<file path="src/spwm_pkg.sv">
package spwm_pkg;
  localparam int N_TMR_DEF = 4;
  localparam int CNT_W_DEF = 16;
  localparam int PRE_W_DEF = 8;
  localparam int ADDR_W    = 8;
  localparam int ST_PER_T  = 3;
  // Register byte offsets
  localparam logic [7:0] OFF_CTRL   = 8'h00;
  localparam logic [7:0] OFF_CMP0   = 8'h04;
  localparam logic [7:0] OFF_CMP1   = 8'h08;
  localparam logic [7:0] OFF_CNT    = 8'h0c;
  localparam logic [7:0] TMR_SPAN   = 8'h40;
  localparam logic [7:0] OFF_STAT   = 8'h40;
  localparam logic [7:0] OFF_MASK   = 8'h44;
  localparam logic [7:0] OFF_PINS   = 8'h48;
  localparam logic [7:0] OFF_OVR    = 8'h4c;
  localparam logic [7:0] OFF_GIO    = 8'h50;
  localparam logic [7:0] OFF_MASK_W = 8'h0f;
  // Override bit positions of pins a..d
  localparam int OVR_BIT [4] = '{17, 18, 31, 30};
  // Status bit positions inside one timer's group
  localparam int ST_OVF  = 0;
  localparam int ST_CMP0 = 1;
  localparam int ST_CMP1 = 2;
  // Pin read-back and global I/O enable layout
  localparam int PINS_IN_LSB = 4;
  localparam int GIO_OE_LSB  = 4;
  localparam logic [1:0] RESP_OKAY   = 2'h0;
  localparam logic [1:0] RESP_DECERR = 2'h3;
  typedef enum logic [1:0] {
    ACT_NONE = 2'h0, ACT_SET = 2'h1, ACT_CLR = 2'h2, ACT_TOG = 2'h3
  } spwm_act_t;
  typedef enum logic [1:0] {
    RST_ROLL = 2'h0, RST_CMP0 = 2'h1, RST_CMP1 = 2'h2, RST_SW = 2'h3
  } spwm_rsel_t;
  typedef enum logic [1:0] {
    UPD_CMP0 = 2'h0, UPD_CMP1 = 2'h1, UPD_ANY = 2'h2, UPD_HOLD = 2'h3
  } spwm_upd_t;
  typedef struct packed {
    logic [7:0]  presc;
    logic [12:0] rsvd;
    logic        gpio;
    spwm_upd_t   upd;
    spwm_act_t   act1;
    spwm_act_t   act0;
    spwm_rsel_t  rsel;
    logic        swrst;
    logic        en;
  } spwm_ctrl_t;
  localparam spwm_ctrl_t CTRL_RST = '0;
endpackage : spwm_pkg
</file>
<file path="src/spwm_bank.sv">
// Operation
// - Four 16-bit counters, each stepped by its own 8-bit clock prescaler.
// - Two compare values per timer; a match drives the output event.
// - Compare writes land in a shadow while the timer runs on old values.
// - Shadow loads the active compare only on the selected compare match.
// - Counter reset source: rollover, compare equal, or software request.
// - Interrupt events: overflow and each of the two compare matches.
// - Each interrupt source has its own enable bit.
// - Compare event action on pin: set, clear, toggle or none.
// - Present output level of each timer pin is readable.
// - Pin may act as general-purpose input; its level is readable.
// - Override bits 17,18,31,30 hand pins to global I/O registers.
//
// Chosen here: the placing of the registers and the AXI4-Lite interface to the registers.
module spwm_bank
  import spwm_pkg::*;
#(
  parameter int N_TMR = spwm_pkg::N_TMR_DEF,
  parameter int CNT_W = spwm_pkg::CNT_W_DEF,
  parameter int PRE_W = spwm_pkg::PRE_W_DEF
) (
  input  wire logic                      CLK,            // System clock
  input  wire logic                      SRST,           // Sync reset, high
  input  wire logic [spwm_pkg::ADDR_W-1:0] S_AXI_AWADDR, // Write address
  input  wire logic                      S_AXI_AWVALID,  // Write addr valid
  output logic                           S_AXI_AWREADY,  // Write addr ready
  input  wire logic [31:0]               S_AXI_WDATA,    // Write data
  input  wire logic [3:0]                S_AXI_WSTRB,    // Byte enables
  input  wire logic                      S_AXI_WVALID,   // Write data valid
  output logic                           S_AXI_WREADY,   // Write data ready
  output logic [1:0]                     S_AXI_BRESP,    // Write response
  output logic                           S_AXI_BVALID,   // Response valid
  input  wire logic                      S_AXI_BREADY,   // Response ready
  input  wire logic [spwm_pkg::ADDR_W-1:0] S_AXI_ARADDR, // Read address
  input  wire logic                      S_AXI_ARVALID,  // Read addr valid
  output logic                           S_AXI_ARREADY,  // Read addr ready
  output logic [31:0]                    S_AXI_RDATA,    // Read data
  output logic [1:0]                     S_AXI_RRESP,    // Read response
  output logic                           S_AXI_RVALID,   // Read data valid
  input  wire logic                      S_AXI_RREADY,   // Read data ready
  input  wire logic [N_TMR-1:0]          TIMER_PIN_IN,   // Pin levels a..d
  output logic [N_TMR-1:0]               TIMER_PIN_OUT,  // Pin drive a..d
  output logic [N_TMR-1:0]               TIMER_PIN_OE,   // Pin enable a..d
  output logic                           IRQ             // Interrupt level
);
  import spwm_pkg::*;

  localparam int NST = N_TMR * ST_PER_T;

  initial begin
    if (N_TMR < 1 || N_TMR > 4) $error("N_TMR must be 1..4");
    if (CNT_W < 2 || CNT_W > 32) $error("CNT_W must be 2..32");
    if (PRE_W != 8) $error("PRE_W must match the 8-bit presc field");
  end

  function automatic logic apply_act(input logic cur, input spwm_act_t a);
    case (a)
      ACT_SET: apply_act = 1'b1;
      ACT_CLR: apply_act = 1'b0;
      ACT_TOG: apply_act = ~cur;
      default: apply_act = cur;
    endcase
  endfunction : apply_act

  typedef enum logic [1:0] {WS_IDLE = 2'b01, WS_RESP = 2'b10} spwm_ws_t;

  spwm_ws_t          ws_q;
  logic              aw_have_q, w_have_q;
  logic [ADDR_W-1:0] aw_addr_q;
  logic [31:0]       w_data_q;
  logic [3:0]        w_strb_q;
  logic              awready_q, wready_q, bvalid_q, arready_q, rvalid_q;
  logic [1:0]        bresp_q, rresp_q;
  logic [31:0]       rdata_q;

  spwm_ctrl_t        ctrl_q [N_TMR];
  logic [PRE_W-1:0]  pre_q  [N_TMR];
  logic [CNT_W-1:0]  cnt_q  [N_TMR];
  logic [CNT_W-1:0]  act0_q [N_TMR];
  logic [CNT_W-1:0]  act1_q [N_TMR];
  logic [CNT_W-1:0]  shd0_q [N_TMR];
  logic [CNT_W-1:0]  shd1_q [N_TMR];
  logic [N_TMR-1:0]  lvl_q, pout_q, poe_q;
  logic [NST-1:0]    stat_q, mask_q;
  logic [31:0]       ovr_q;
  logic [31:0]       gio_q;
  logic              irq_q;

  // Write decode
  wire        wr_fire = (ws_q == WS_IDLE) && aw_have_q && w_have_q;
  wire [7:0]  wa      = 8'(aw_addr_q) & ~8'h03;
  wire        wa_tmr  = wa < TMR_SPAN;
  wire [1:0]  wa_idx  = wa[5:4];
  wire [7:0]  wa_sub  = wa & OFF_MASK_W;
  wire        wa_ok   = (wa_tmr && 32'(wa_idx) < N_TMR) || wa == OFF_STAT ||
                        wa == OFF_MASK || wa == OFF_PINS || wa == OFF_OVR ||
                        wa == OFF_GIO;
  wire [31:0] wmask   = {{8{w_strb_q[3]}}, {8{w_strb_q[2]}},
                         {8{w_strb_q[1]}}, {8{w_strb_q[0]}}};
  wire [31:0] wdm     = w_data_q & wmask;
  wire        wr_stat = wr_fire && wa == OFF_STAT;

  // Read decode
  wire [7:0]  ra      = 8'(S_AXI_ARADDR) & ~8'h03;
  wire        ra_tmr  = ra < TMR_SPAN;
  wire [1:0]  ra_idx  = ra[5:4];
  wire [7:0]  ra_sub  = ra & OFF_MASK_W;
  wire        ra_ok   = (ra_tmr && 32'(ra_idx) < N_TMR) || ra == OFF_STAT ||
                        ra == OFF_MASK || ra == OFF_PINS || ra == OFF_OVR ||
                        ra == OFF_GIO;
  wire        rd_fire = S_AXI_ARVALID && arready_q;

  // Per-timer event wires
  logic [N_TMR-1:0] tick, m0, m1, ovf, zero, sw_rst, upd0, upd1, ovr_on;
  logic [NST-1:0]   st_set;
  logic [31:0]      rd_mux;

  always_comb begin
    st_set = '0;
    for (int i = 0; i < N_TMR; i++) begin
      sw_rst[i] = wr_fire && wa_tmr && 32'(wa_idx) == i && wa_sub == OFF_CTRL
                  && w_strb_q[0] && w_data_q[1];
      tick[i] = ctrl_q[i].en && pre_q[i] == ctrl_q[i].presc;
      m0[i]   = tick[i] && cnt_q[i] == act0_q[i];
      m1[i]   = tick[i] && cnt_q[i] == act1_q[i];
      ovf[i]  = tick[i] && &cnt_q[i];
      zero[i] = sw_rst[i] ||
                (ctrl_q[i].rsel == RST_CMP0 && m0[i]) ||
                (ctrl_q[i].rsel == RST_CMP1 && m1[i]);
      upd0[i] = (ctrl_q[i].upd == UPD_CMP0 && m0[i]) ||
                (ctrl_q[i].upd == UPD_CMP1 && m1[i]) ||
                (ctrl_q[i].upd == UPD_ANY && (m0[i] || m1[i]));
      upd1[i] = upd0[i];
      ovr_on[i] = ovr_q[OVR_BIT[i]];
      st_set[i*ST_PER_T+ST_OVF]  = ovf[i];
      st_set[i*ST_PER_T+ST_CMP0] = m0[i];
      st_set[i*ST_PER_T+ST_CMP1] = m1[i];
    end
  end

  always_comb begin
    rd_mux = '0;
    if (ra_tmr) begin
      case (ra_sub)
        OFF_CTRL: rd_mux = ctrl_q[ra_idx];
        OFF_CMP0: rd_mux = 32'(act0_q[ra_idx]);
        OFF_CMP1: rd_mux = 32'(act1_q[ra_idx]);
        OFF_CNT:  rd_mux = 32'(cnt_q[ra_idx]);
        default:  rd_mux = '0;
      endcase
    end else begin
      case (ra)
        OFF_STAT: rd_mux = 32'(stat_q);
        OFF_MASK: rd_mux = 32'(mask_q);
        OFF_PINS: rd_mux = 32'(lvl_q) | (32'(TIMER_PIN_IN) << PINS_IN_LSB);
        OFF_OVR:  rd_mux = ovr_q;
        OFF_GIO:  rd_mux = gio_q;
        default:  rd_mux = '0;
      endcase
    end
  end

  // Bus write channel
  always_ff @(posedge CLK) begin
    if (SRST) begin
      ws_q      <= WS_IDLE;
      aw_have_q <= 1'b0;
      w_have_q  <= 1'b0;
      aw_addr_q <= '0;
      w_data_q  <= '0;
      w_strb_q  <= '0;
      awready_q <= 1'b0;
      wready_q  <= 1'b0;
      bvalid_q  <= 1'b0;
      bresp_q   <= RESP_OKAY;
    end else begin
      awready_q <= !aw_have_q && !(S_AXI_AWVALID && awready_q) && ws_q == WS_IDLE;
      wready_q  <= !w_have_q && !(S_AXI_WVALID && wready_q) && ws_q == WS_IDLE;
      if (S_AXI_AWVALID && awready_q) begin
        aw_have_q <= 1'b1;
        aw_addr_q <= S_AXI_AWADDR;
      end
      if (S_AXI_WVALID && wready_q) begin
        w_have_q <= 1'b1;
        w_data_q <= S_AXI_WDATA;
        w_strb_q <= S_AXI_WSTRB;
      end
      case (ws_q)
        WS_IDLE: begin
          if (wr_fire) begin
            ws_q      <= WS_RESP;
            bvalid_q  <= 1'b1;
            bresp_q   <= wa_ok ? RESP_OKAY : RESP_DECERR;
            aw_have_q <= 1'b0;
            w_have_q  <= 1'b0;
          end
        end
        WS_RESP: begin
          if (S_AXI_BREADY) begin
            ws_q     <= WS_IDLE;
            bvalid_q <= 1'b0;
          end
        end
        default: ws_q <= WS_IDLE;
      endcase
    end
  end

  // Bus read channel
  always_ff @(posedge CLK) begin
    if (SRST) begin
      arready_q <= 1'b0;
      rvalid_q  <= 1'b0;
      rdata_q   <= '0;
      rresp_q   <= RESP_OKAY;
    end else begin
      arready_q <= !rvalid_q && !rd_fire;
      if (rd_fire) begin
        rvalid_q <= 1'b1;
        rdata_q  <= ra_ok ? rd_mux : '0;
        rresp_q  <= ra_ok ? RESP_OKAY : RESP_DECERR;
      end else if (rvalid_q && S_AXI_RREADY) begin
        rvalid_q <= 1'b0;
      end
    end
  end

  // Timers
  always_ff @(posedge CLK) begin
    if (SRST) begin
      for (int i = 0; i < N_TMR; i++) begin
        ctrl_q[i] <= CTRL_RST;
        pre_q[i]  <= '0;
        cnt_q[i]  <= '0;
        act0_q[i] <= '0;
        act1_q[i] <= '0;
        shd0_q[i] <= '0;
        shd1_q[i] <= '0;
      end
      lvl_q <= '0;
    end else begin
      for (int i = 0; i < N_TMR; i++) begin
        pre_q[i] <= (tick[i] || !ctrl_q[i].en) ? '0 : pre_q[i] + 1'b1;
        if (zero[i]) cnt_q[i] <= '0;
        else if (tick[i]) cnt_q[i] <= cnt_q[i] + 1'b1;
        if (m0[i] || m1[i])
          lvl_q[i] <= apply_act(m0[i] ? apply_act(lvl_q[i], ctrl_q[i].act0)
                                      : lvl_q[i],
                                m1[i] ? ctrl_q[i].act1 : ACT_NONE);
        if (upd0[i]) act0_q[i] <= shd0_q[i];
        if (upd1[i]) act1_q[i] <= shd1_q[i];
        if (wr_fire && wa_tmr && 32'(wa_idx) == i) begin
          case (wa_sub)
            OFF_CTRL: ctrl_q[i] <= spwm_ctrl_t'((ctrl_q[i] & ~wmask) | wdm) &
                                   ~32'h0000_0002;
            OFF_CMP0: begin
              shd0_q[i] <= CNT_W'(wdm | (32'(shd0_q[i]) & ~wmask));
              if (!ctrl_q[i].en)
                act0_q[i] <= CNT_W'(wdm | (32'(shd0_q[i]) & ~wmask));
            end
            OFF_CMP1: begin
              shd1_q[i] <= CNT_W'(wdm | (32'(shd1_q[i]) & ~wmask));
              if (!ctrl_q[i].en)
                act1_q[i] <= CNT_W'(wdm | (32'(shd1_q[i]) & ~wmask));
            end
            default: ;
          endcase
        end
      end
    end
  end

  // Global registers, interrupt and pins
  always_ff @(posedge CLK) begin
    if (SRST) begin
      stat_q <= '0;
      mask_q <= '0;
      ovr_q  <= '0;
      gio_q  <= '0;
      irq_q  <= 1'b0;
      pout_q <= '0;
      poe_q  <= '0;
    end else begin
      // Set beats a same-cycle write-one clear
      stat_q <= (stat_q & ~(wr_stat ? NST'(wdm) : '0)) | st_set;
      if (wr_fire && wa == OFF_MASK) mask_q <= NST'(wdm);
      if (wr_fire && wa == OFF_OVR)  ovr_q  <= (ovr_q & ~wmask) | wdm;
      if (wr_fire && wa == OFF_GIO)  gio_q  <= (gio_q & ~wmask) | wdm;
      irq_q <= |(stat_q & mask_q);
      for (int i = 0; i < N_TMR; i++) begin
        if (ovr_on[i]) begin
          pout_q[i] <= gio_q[i];
          poe_q[i]  <= gio_q[GIO_OE_LSB+i];
        end else begin
          pout_q[i] <= lvl_q[i];
          poe_q[i]  <= !ctrl_q[i].gpio;
        end
      end
    end
  end

  assign S_AXI_AWREADY = awready_q;
  assign S_AXI_WREADY  = wready_q;
  assign S_AXI_BVALID  = bvalid_q;
  assign S_AXI_BRESP   = bresp_q;
  assign S_AXI_ARREADY = arready_q;
  assign S_AXI_RVALID  = rvalid_q;
  assign S_AXI_RDATA   = rdata_q;
  assign S_AXI_RRESP   = rresp_q;
  assign TIMER_PIN_OUT = pout_q;
  assign TIMER_PIN_OE  = poe_q;
  assign IRQ           = irq_q;

  // Every timer, so the slow-prescaler timers exercise the hold case too
  for (genvar g = 0; g < N_TMR; g++) begin : g_pre_chk

  end
endmodule : spwm_bank

</file>
<file path="config.mk">
export PLATFORM = sky130hd
export DESIGN_NAME = spwm_bank
export DESIGN_NICKNAME = d
export VERILOG_FILES = /design/src/spwm_pkg.sv /design/src/spwm_bank.sv
export SDC_FILE = /design/constraint.sdc
export NUM_CORES = 1
export LEC_CHECK = 0
export BUFFER_PORTS_ARGS = -buffer_cell sky130_fd_sc_hd__buf_2
export CAP_MARGIN = 40
export CORE_ASPECT_RATIO = 1.4
export CORE_MARGIN = 3
export CORE_UTILIZATION = 40
export DETAILED_ROUTE_END_ITERATION = 12
export PLACE_DENSITY_LB_ADDON = 0.08
export SYNTH_ARGS = -nofsm -noshare
export SYNTH_HDL_FRONTEND = slang
export SYNTH_SLANG_ARGS = --single-unit
</file>
<file path="constraint.sdc">
create_clock -name CLK -period 2.9 [get_ports CLK]
set_input_delay 0.145 -clock CLK [delete_from_list [all_inputs] [get_ports CLK]]
set_output_delay 0.145 -clock CLK [all_outputs]
set_load 0.1 [all_outputs]
</file>
======== After elaboration in Yosys (flattened, before gate mapping) ========
Memory sizes are Yosys's and may differ from the RTL's.
Index checks and enable logic that the tools add are counted.
storage, ports and cells
  memories kept ........................... 7
  bits of input ports ..................... 63
  word-level logic and storage cells ...... 547
  bits in read-only memories .............. 0
  latch bits .............................. 0
  flip-flop bits (word level) ............. 190
  memory bits (writable) .................. 476
  output and inout port bits .............. 50
cells by class
  reduce and logical (&&, ||, !) cells .... 133
  div/mod/pow operators ................... 0
  order comparisons ....................... 2
  multiply operators ...................... 0
  muxes and demuxes ....................... 215
  bitwise logic cells ..................... 83
  shifts and indexed selects .............. 0
  equality and inequality tests ........... 74
  add/sub/neg operators ................... 8
memory list
  memory           words  bits a word  rd ports  clocked after Yosys merged registers in  wr ports  line             text
  ctrl_q           4      31           5         0                                        4         spwm_bank.sv:76  spwm_ctrl_t ctrl_q [N_TMR];
  act0_q           4      16           5         0                                        4         spwm_bank.sv:79  logic [CNT_W-1:0] act0_q [N_TMR];
  act1_q           4      16           5         0                                        4         spwm_bank.sv:80  logic [CNT_W-1:0] act1_q [N_TMR];
  cnt_q            4      16           5         0                                        4         spwm_bank.sv:78  logic [CNT_W-1:0] cnt_q [N_TMR];
  shd0_q           4      16           4         0                                        4         spwm_bank.sv:81  logic [CNT_W-1:0] shd0_q [N_TMR];
  shd1_q           4      16           4         0                                        4         spwm_bank.sv:82  logic [CNT_W-1:0] shd1_q [N_TMR];
  1 more memories  --     --           --        --                                       --        --
operator list
  cell                   count
  $mux 16                32
  $and 32x32->32         7
  $or 32x32->32          6
  $pmux 32 s5            1
  $mux 1                 148
  $and 16x16->16         8
  $eq 16x16->1           8
  $or 16x16->16          8
  $pmux 32 s4            1
  $mux 31                4
  $logic_and 1x1->1      68
  $add 16x1->16 const B  4
  $mux 32                2
  $mux 8                 8
  $reduce_and 16->1      4
  $eq 2x2->1 const B     30
  $eq 6x5->1 const B     10
  $eq 2x1->1 const B     20
  $or 1x1->1             40
  $logic_or 1x1->1       34
  $add 8x1->8 const B    4
  $eq 8x8->1             4
  $not 32->32            1
  $and 12x12->12         2
  18 further kinds       61

======== Longest topological paths before layout ========
  depth after elaboration ................. 15
  depth in mapped cells ................... 11
  gate-level depth less buffers ........... 7

======== Worst setup path after synthesis ========
No wires, ideal clock.
  kind .................................... reg2reg
  from .................................... reg ws_q[1]
  to ...................................... mem act1_q[0][0] in the netlist's numbering, enable pin
  setup time .............................. 0.411 ns
  path slack .............................. 0.089 ns
  arrival ................................. 2.400 ns
  cell stages (with the launch flop) ...... 8
  buffers on the path ..................... 3
  cell sequence ........................... dfxtp_1 > and4b_1 > buf_4 > and3_1 > buf_4 > nand2_1 > buf_2 > o21ai_0
RTL lines
  what                    line              text
  from (decl)             spwm_bank.sv:67   spwm_ws_t ws_q;
  from (signal assigned)  spwm_bank.sv:166  ws_q <= WS_IDLE;
  from (signal assigned)  spwm_bank.sv:191  ws_q <= WS_RESP;
  from (signal assigned)  spwm_bank.sv:200  ws_q <= WS_IDLE;
  to (decl)               spwm_bank.sv:80

==> results.toml <==
[status]
run_status = "finished, final reports clean"

[pwr]
cellPowerDensity_nw_per_um2 = 556
total_switching_power_w = 0.00541
cellLeakagePower_nw = 14.2
netSwitchingFraction_pct = 24.6
totalPowerFinal_w = 0.0220
power.clock.fraction_pct = 43.4
vdd_ir_drop_max_mv = 0.436
internal-power_w = 0.0165
power.share.sequential_pct = 48.7
combPwrFrac_pct = 7.9

[critical_path]
critical_path_arrival_ps = 3220
path_depth_of_the_worst_reg2reg_path = 9
critical_path.startpoint_type = "flop"
cp_slowest_stage_delay_ps = 440
setup.worst_path.class = "flop to flop"
cp_slowest_cell = "edfxtp_1"
required_ps = 3370
critPathMostFrequentCell = "buf_4"
critical_path.max_fanout = 8
reg2reg_setup_slack_ps = 150
critical_path_sink = "act1_q[3][6]"
crit_path_start = "ctrl_q[3][25]"
critical_path.n_buffers_inverters = 2
crit-reg2reg-capture = "act1_q[3][6]"
critical-path-top-delay-family = "simple AND/OR/NAND/NOR gates"
crit-reg2reg-launch = "ctrl_q[3][25]"
number_of_logic_stages_on_the_critical_path_including_buffering = 9
timing.critical_path.to_type = "flop"
worstPathCellList = "xor2_1 > nor4_2 > buf_4 > and3_1 > buf_4 > nand4b_1 > o211ai_4 > a22oi_1 > nor2_1"

[die]
initial_core_util_pct = 40.5
core_area_um2 = 83200
dieArea_um2 = 87700
fp-row-count = 125
ios = 113
die_y_um = 349
die_x_um = 251

[cts]
number_of_buffers_added_by_the_clock_tree_synthesis_step = 72
clkSinkCount = 662
clock_tree_from_tritoncts = "built"
clk_transition_reported_paths_ps = 60
clock_path_buffers = 3
post_cts_buffers = 0
cts_root_buffer = "clkbuf_16"
h-tree-depth = 3
worstSkewPairLatency_ps = 620

[route]
dr.first_iter.drc_count = 2668
routed_wire_length_per_instance_um = 29.0
dr.pass1.iters = 6
route.detailed.vias_per_inst = 5.85
route.vias.total = 26700
total_drc_errors_in_the_routed_layout = 0
wirelength_um = 132000
antenna_violating_nets_left = 0

[finish]
antenna_cell_count = 0
fin_nets = 3500
instances_no_fill = 4564
postLayoutCoreUtil_pct = 47.5
area_growth_from_synthesis_to_layout_pct = 17.4
fraction_of_layout_cells_with_a_size_suffix_above_1_pct = 17.1

[yosys]
share_of_the_synthesized_area_in_the_top_cell_type_pct = 39.6
synth.largest_area_cell = "edfxtp_1"
synth_cell_type_count = 81
synth_enable_flop_cells = 444
syn_avg_cell_area_um2 = 10.5
postSynth.asyncResetShare_pct = 0
yosysWarningCount = 0
synth_commonest_cells = "a21oi_1 (494), edfxtp_1 (444), nand2_1 (319)"
postSynthNetCount = 3280
synth-seq-area-share_pct = 52.6
synth_seq_cells = 662
postSynthCellCount = 3209
syn_area_um2 = 33700
most_instantiated_library_cell_after_synthesis = "a21oi_1"
dominant_synthesized_flop_cell = "edfxtp_1"
synth_area_leaders = "edfxtp_1 (40%), dfxtp_1 (13%), a21oi_1 (7.3%), mux4_2 (6.3%), nand2b_1 (4.7%)"

[sta]
layout_min_cycle_time_ps = 2750
maxClockFrequency_ghz = 0.363
final-setup-viol-count = 0
clock-skew-final_ps = 29.8
worst_pin_slew_ps = 836
remaining_max_slew_budget_at_the_tightest_pin_pct = 44.3
unrepaired_setup_endpoints_after_global_routing = "no"
postLayoutSetupSlackWorst_ps = 145
slew_viol_final = 0
final.period_utilization_pct = 95.0
timing.final.hold_violations = 0

[placement]
post-place-ws_ps = -23.3
detailed_placement_hpwl_um = 99300
placement.io_buffers = 108
placed_cells = 4376
finalWeightedCongestion = 0.968

[job]
cap_violations = 0

[global_route]
grt_first_pass_wirelength_um = 188000
maximum_number_of_pins_on_one_net_before_global_route_repair = 168
antenna_found_initial = 4
grt_overflow_total = 0
grt_overall_usage_pct = 29.8
first_global_vias = 26200

[hold_path]
min_path_type = "input pin to flop"
==> worst min path at each step <==
stage	startpoint	end	slack, ps	depth (start not counted)
global placement	S_AXI_WSTRB[3]	w_strb_q[3]	390	3
CTS	SRST	S_AXI_BVALID	120	3
detailed placement	S_AXI_WDATA[20]	w_data_q[20]	400	3
finish	SRST	S_AXI_BVALID	150	3
global route	SRST	aw_addr_q[3]	140	3
floorplan	S_AXI_WDATA[14]	w_data_q[14]	280	2
==> power groups by stage <==
| stage | combinational, W | sequential, W | clock, W |
|---|---|---|---|
| 2_1_floorplan | 0.000979 | 0.0108 | 0 |
| 3_3_place_gp | 0.00163 | 0.0109 | 0 |
| 3_5_place_dp | 0.00165 | 0.0109 | 0 |
| 4_1_cts | 0.00172 | 0.0107 | 0.00973 |
| 5_1_grt | 0.00183 | 0.0107 | 0.0101 |
| 6_report | 0.00173 | 0.0107 | 0.00953 |
==> stage by stage <==
stage                     hold slack, ps  TNS (ps)  area, µm²
after global placement               387         0      36400
final                                151         0      39500
after global routing                 140         0      39500
after floorplan                      281         0      33700
after CTS                            122         0      39500
after detailed placement             395     -23.3      36500
==> sequential cells by signal (all words and copies together), names as in the netlist, 2 cells and up, named ones only <==
signal and flops:
ctrl_q 124, act0_q 64, act1_q 64, cnt_q 64, shd0_q 64, shd1_q 64, S_AXI_RDATA 32, pre_q 32
w_data_q 32, mask_q 12, stat_q 12, aw_addr_q 6, TIMER_PIN_OE 4, TIMER_PIN_OUT 4, lvl_q 4, w_strb_q 4
ws_q 2
==> cells by family after synthesis <==
family | synth area share, %
AOI/OAI and AO/OA | 12.9
muxes | 6.71
adders and majority gates | 0.297
buffers and inverters | 3.94
DFF | 52.6
and+or+nand+nor | 17.3
xor gates and xnor gates | 6.27
==> per-layer routing <==
metal | up-vias | global-route usage, % | part of all wire [%]
met5 | - | 0 | 0
met4 | 0 | 15.9 | 6.1
met1 | 13300 | 35.8 | 38
met2 | 1111 | 52.0 | 50
li1 | 12000 | - | -
met3 | 278 | 3.95 | 6.0
==> final cells by class <==
class	count	area (µm²)
tap	1079	1350
multi-input combinational	2249	14700
timing repair buffer	403	3260
fill	7871	43700
clock inverter	36	374
clock buffer	94	2020
inverter	41	154
sequential	662	17700
==> timing repair <==
action                                  4_1_cts  5_1_grt
endpoints found under the hold margin        54        0
gates resized for setup                       0        1
hold buffers                                 58        0
endpoints found under the setup margin        0        1
==> tightest hold or removal path: stages <==
cell and delay, ps:
buf_8 110, buf_4 290, nor2_1 160
==> cells in the final DEF (no fill, tap or decap), types with 12 or more instances in the layout <==
| cell | n |
|---|---|
| a21oi_1 | 494 |
| edfxtp_1 | 444 |
| nand2_1 | 319 |
| nand2b_1 | 251 |
| nor2_1 | 220 |
| dfxtp_1 | 216 |
| buf_4 | 212 |
| nand3_1 | 150 |
| xor2_1 | 120 |
| xnor2_1 | 119 |
| buf_2 | 105 |
| mux4_2 | 94 |
| clkbuf_16 | 76 |
| and3_1 | 61 |
| dlygate4sd3_1 | 58 |
| o21ai_0 | 49 |
| inv_1 | 41 |
| a22oi_1 | 34 |
| a21o_1 | 32 |
| nand4_1 | 31 |
| o31ai_1 | 25 |
| buf_12 | 23 |
| o32ai_1 | 22 |
| nor4_1 | 17 |
| a222oi_1 | 16 |
| and2_1 | 14 |
| a32oi_1 | 14 |
| nor3_1 | 14 |
| mux2i_1 | 13 |
| clkbuf_1 | 12 |
Note: power is estimated with default switching activity, not from simulation.
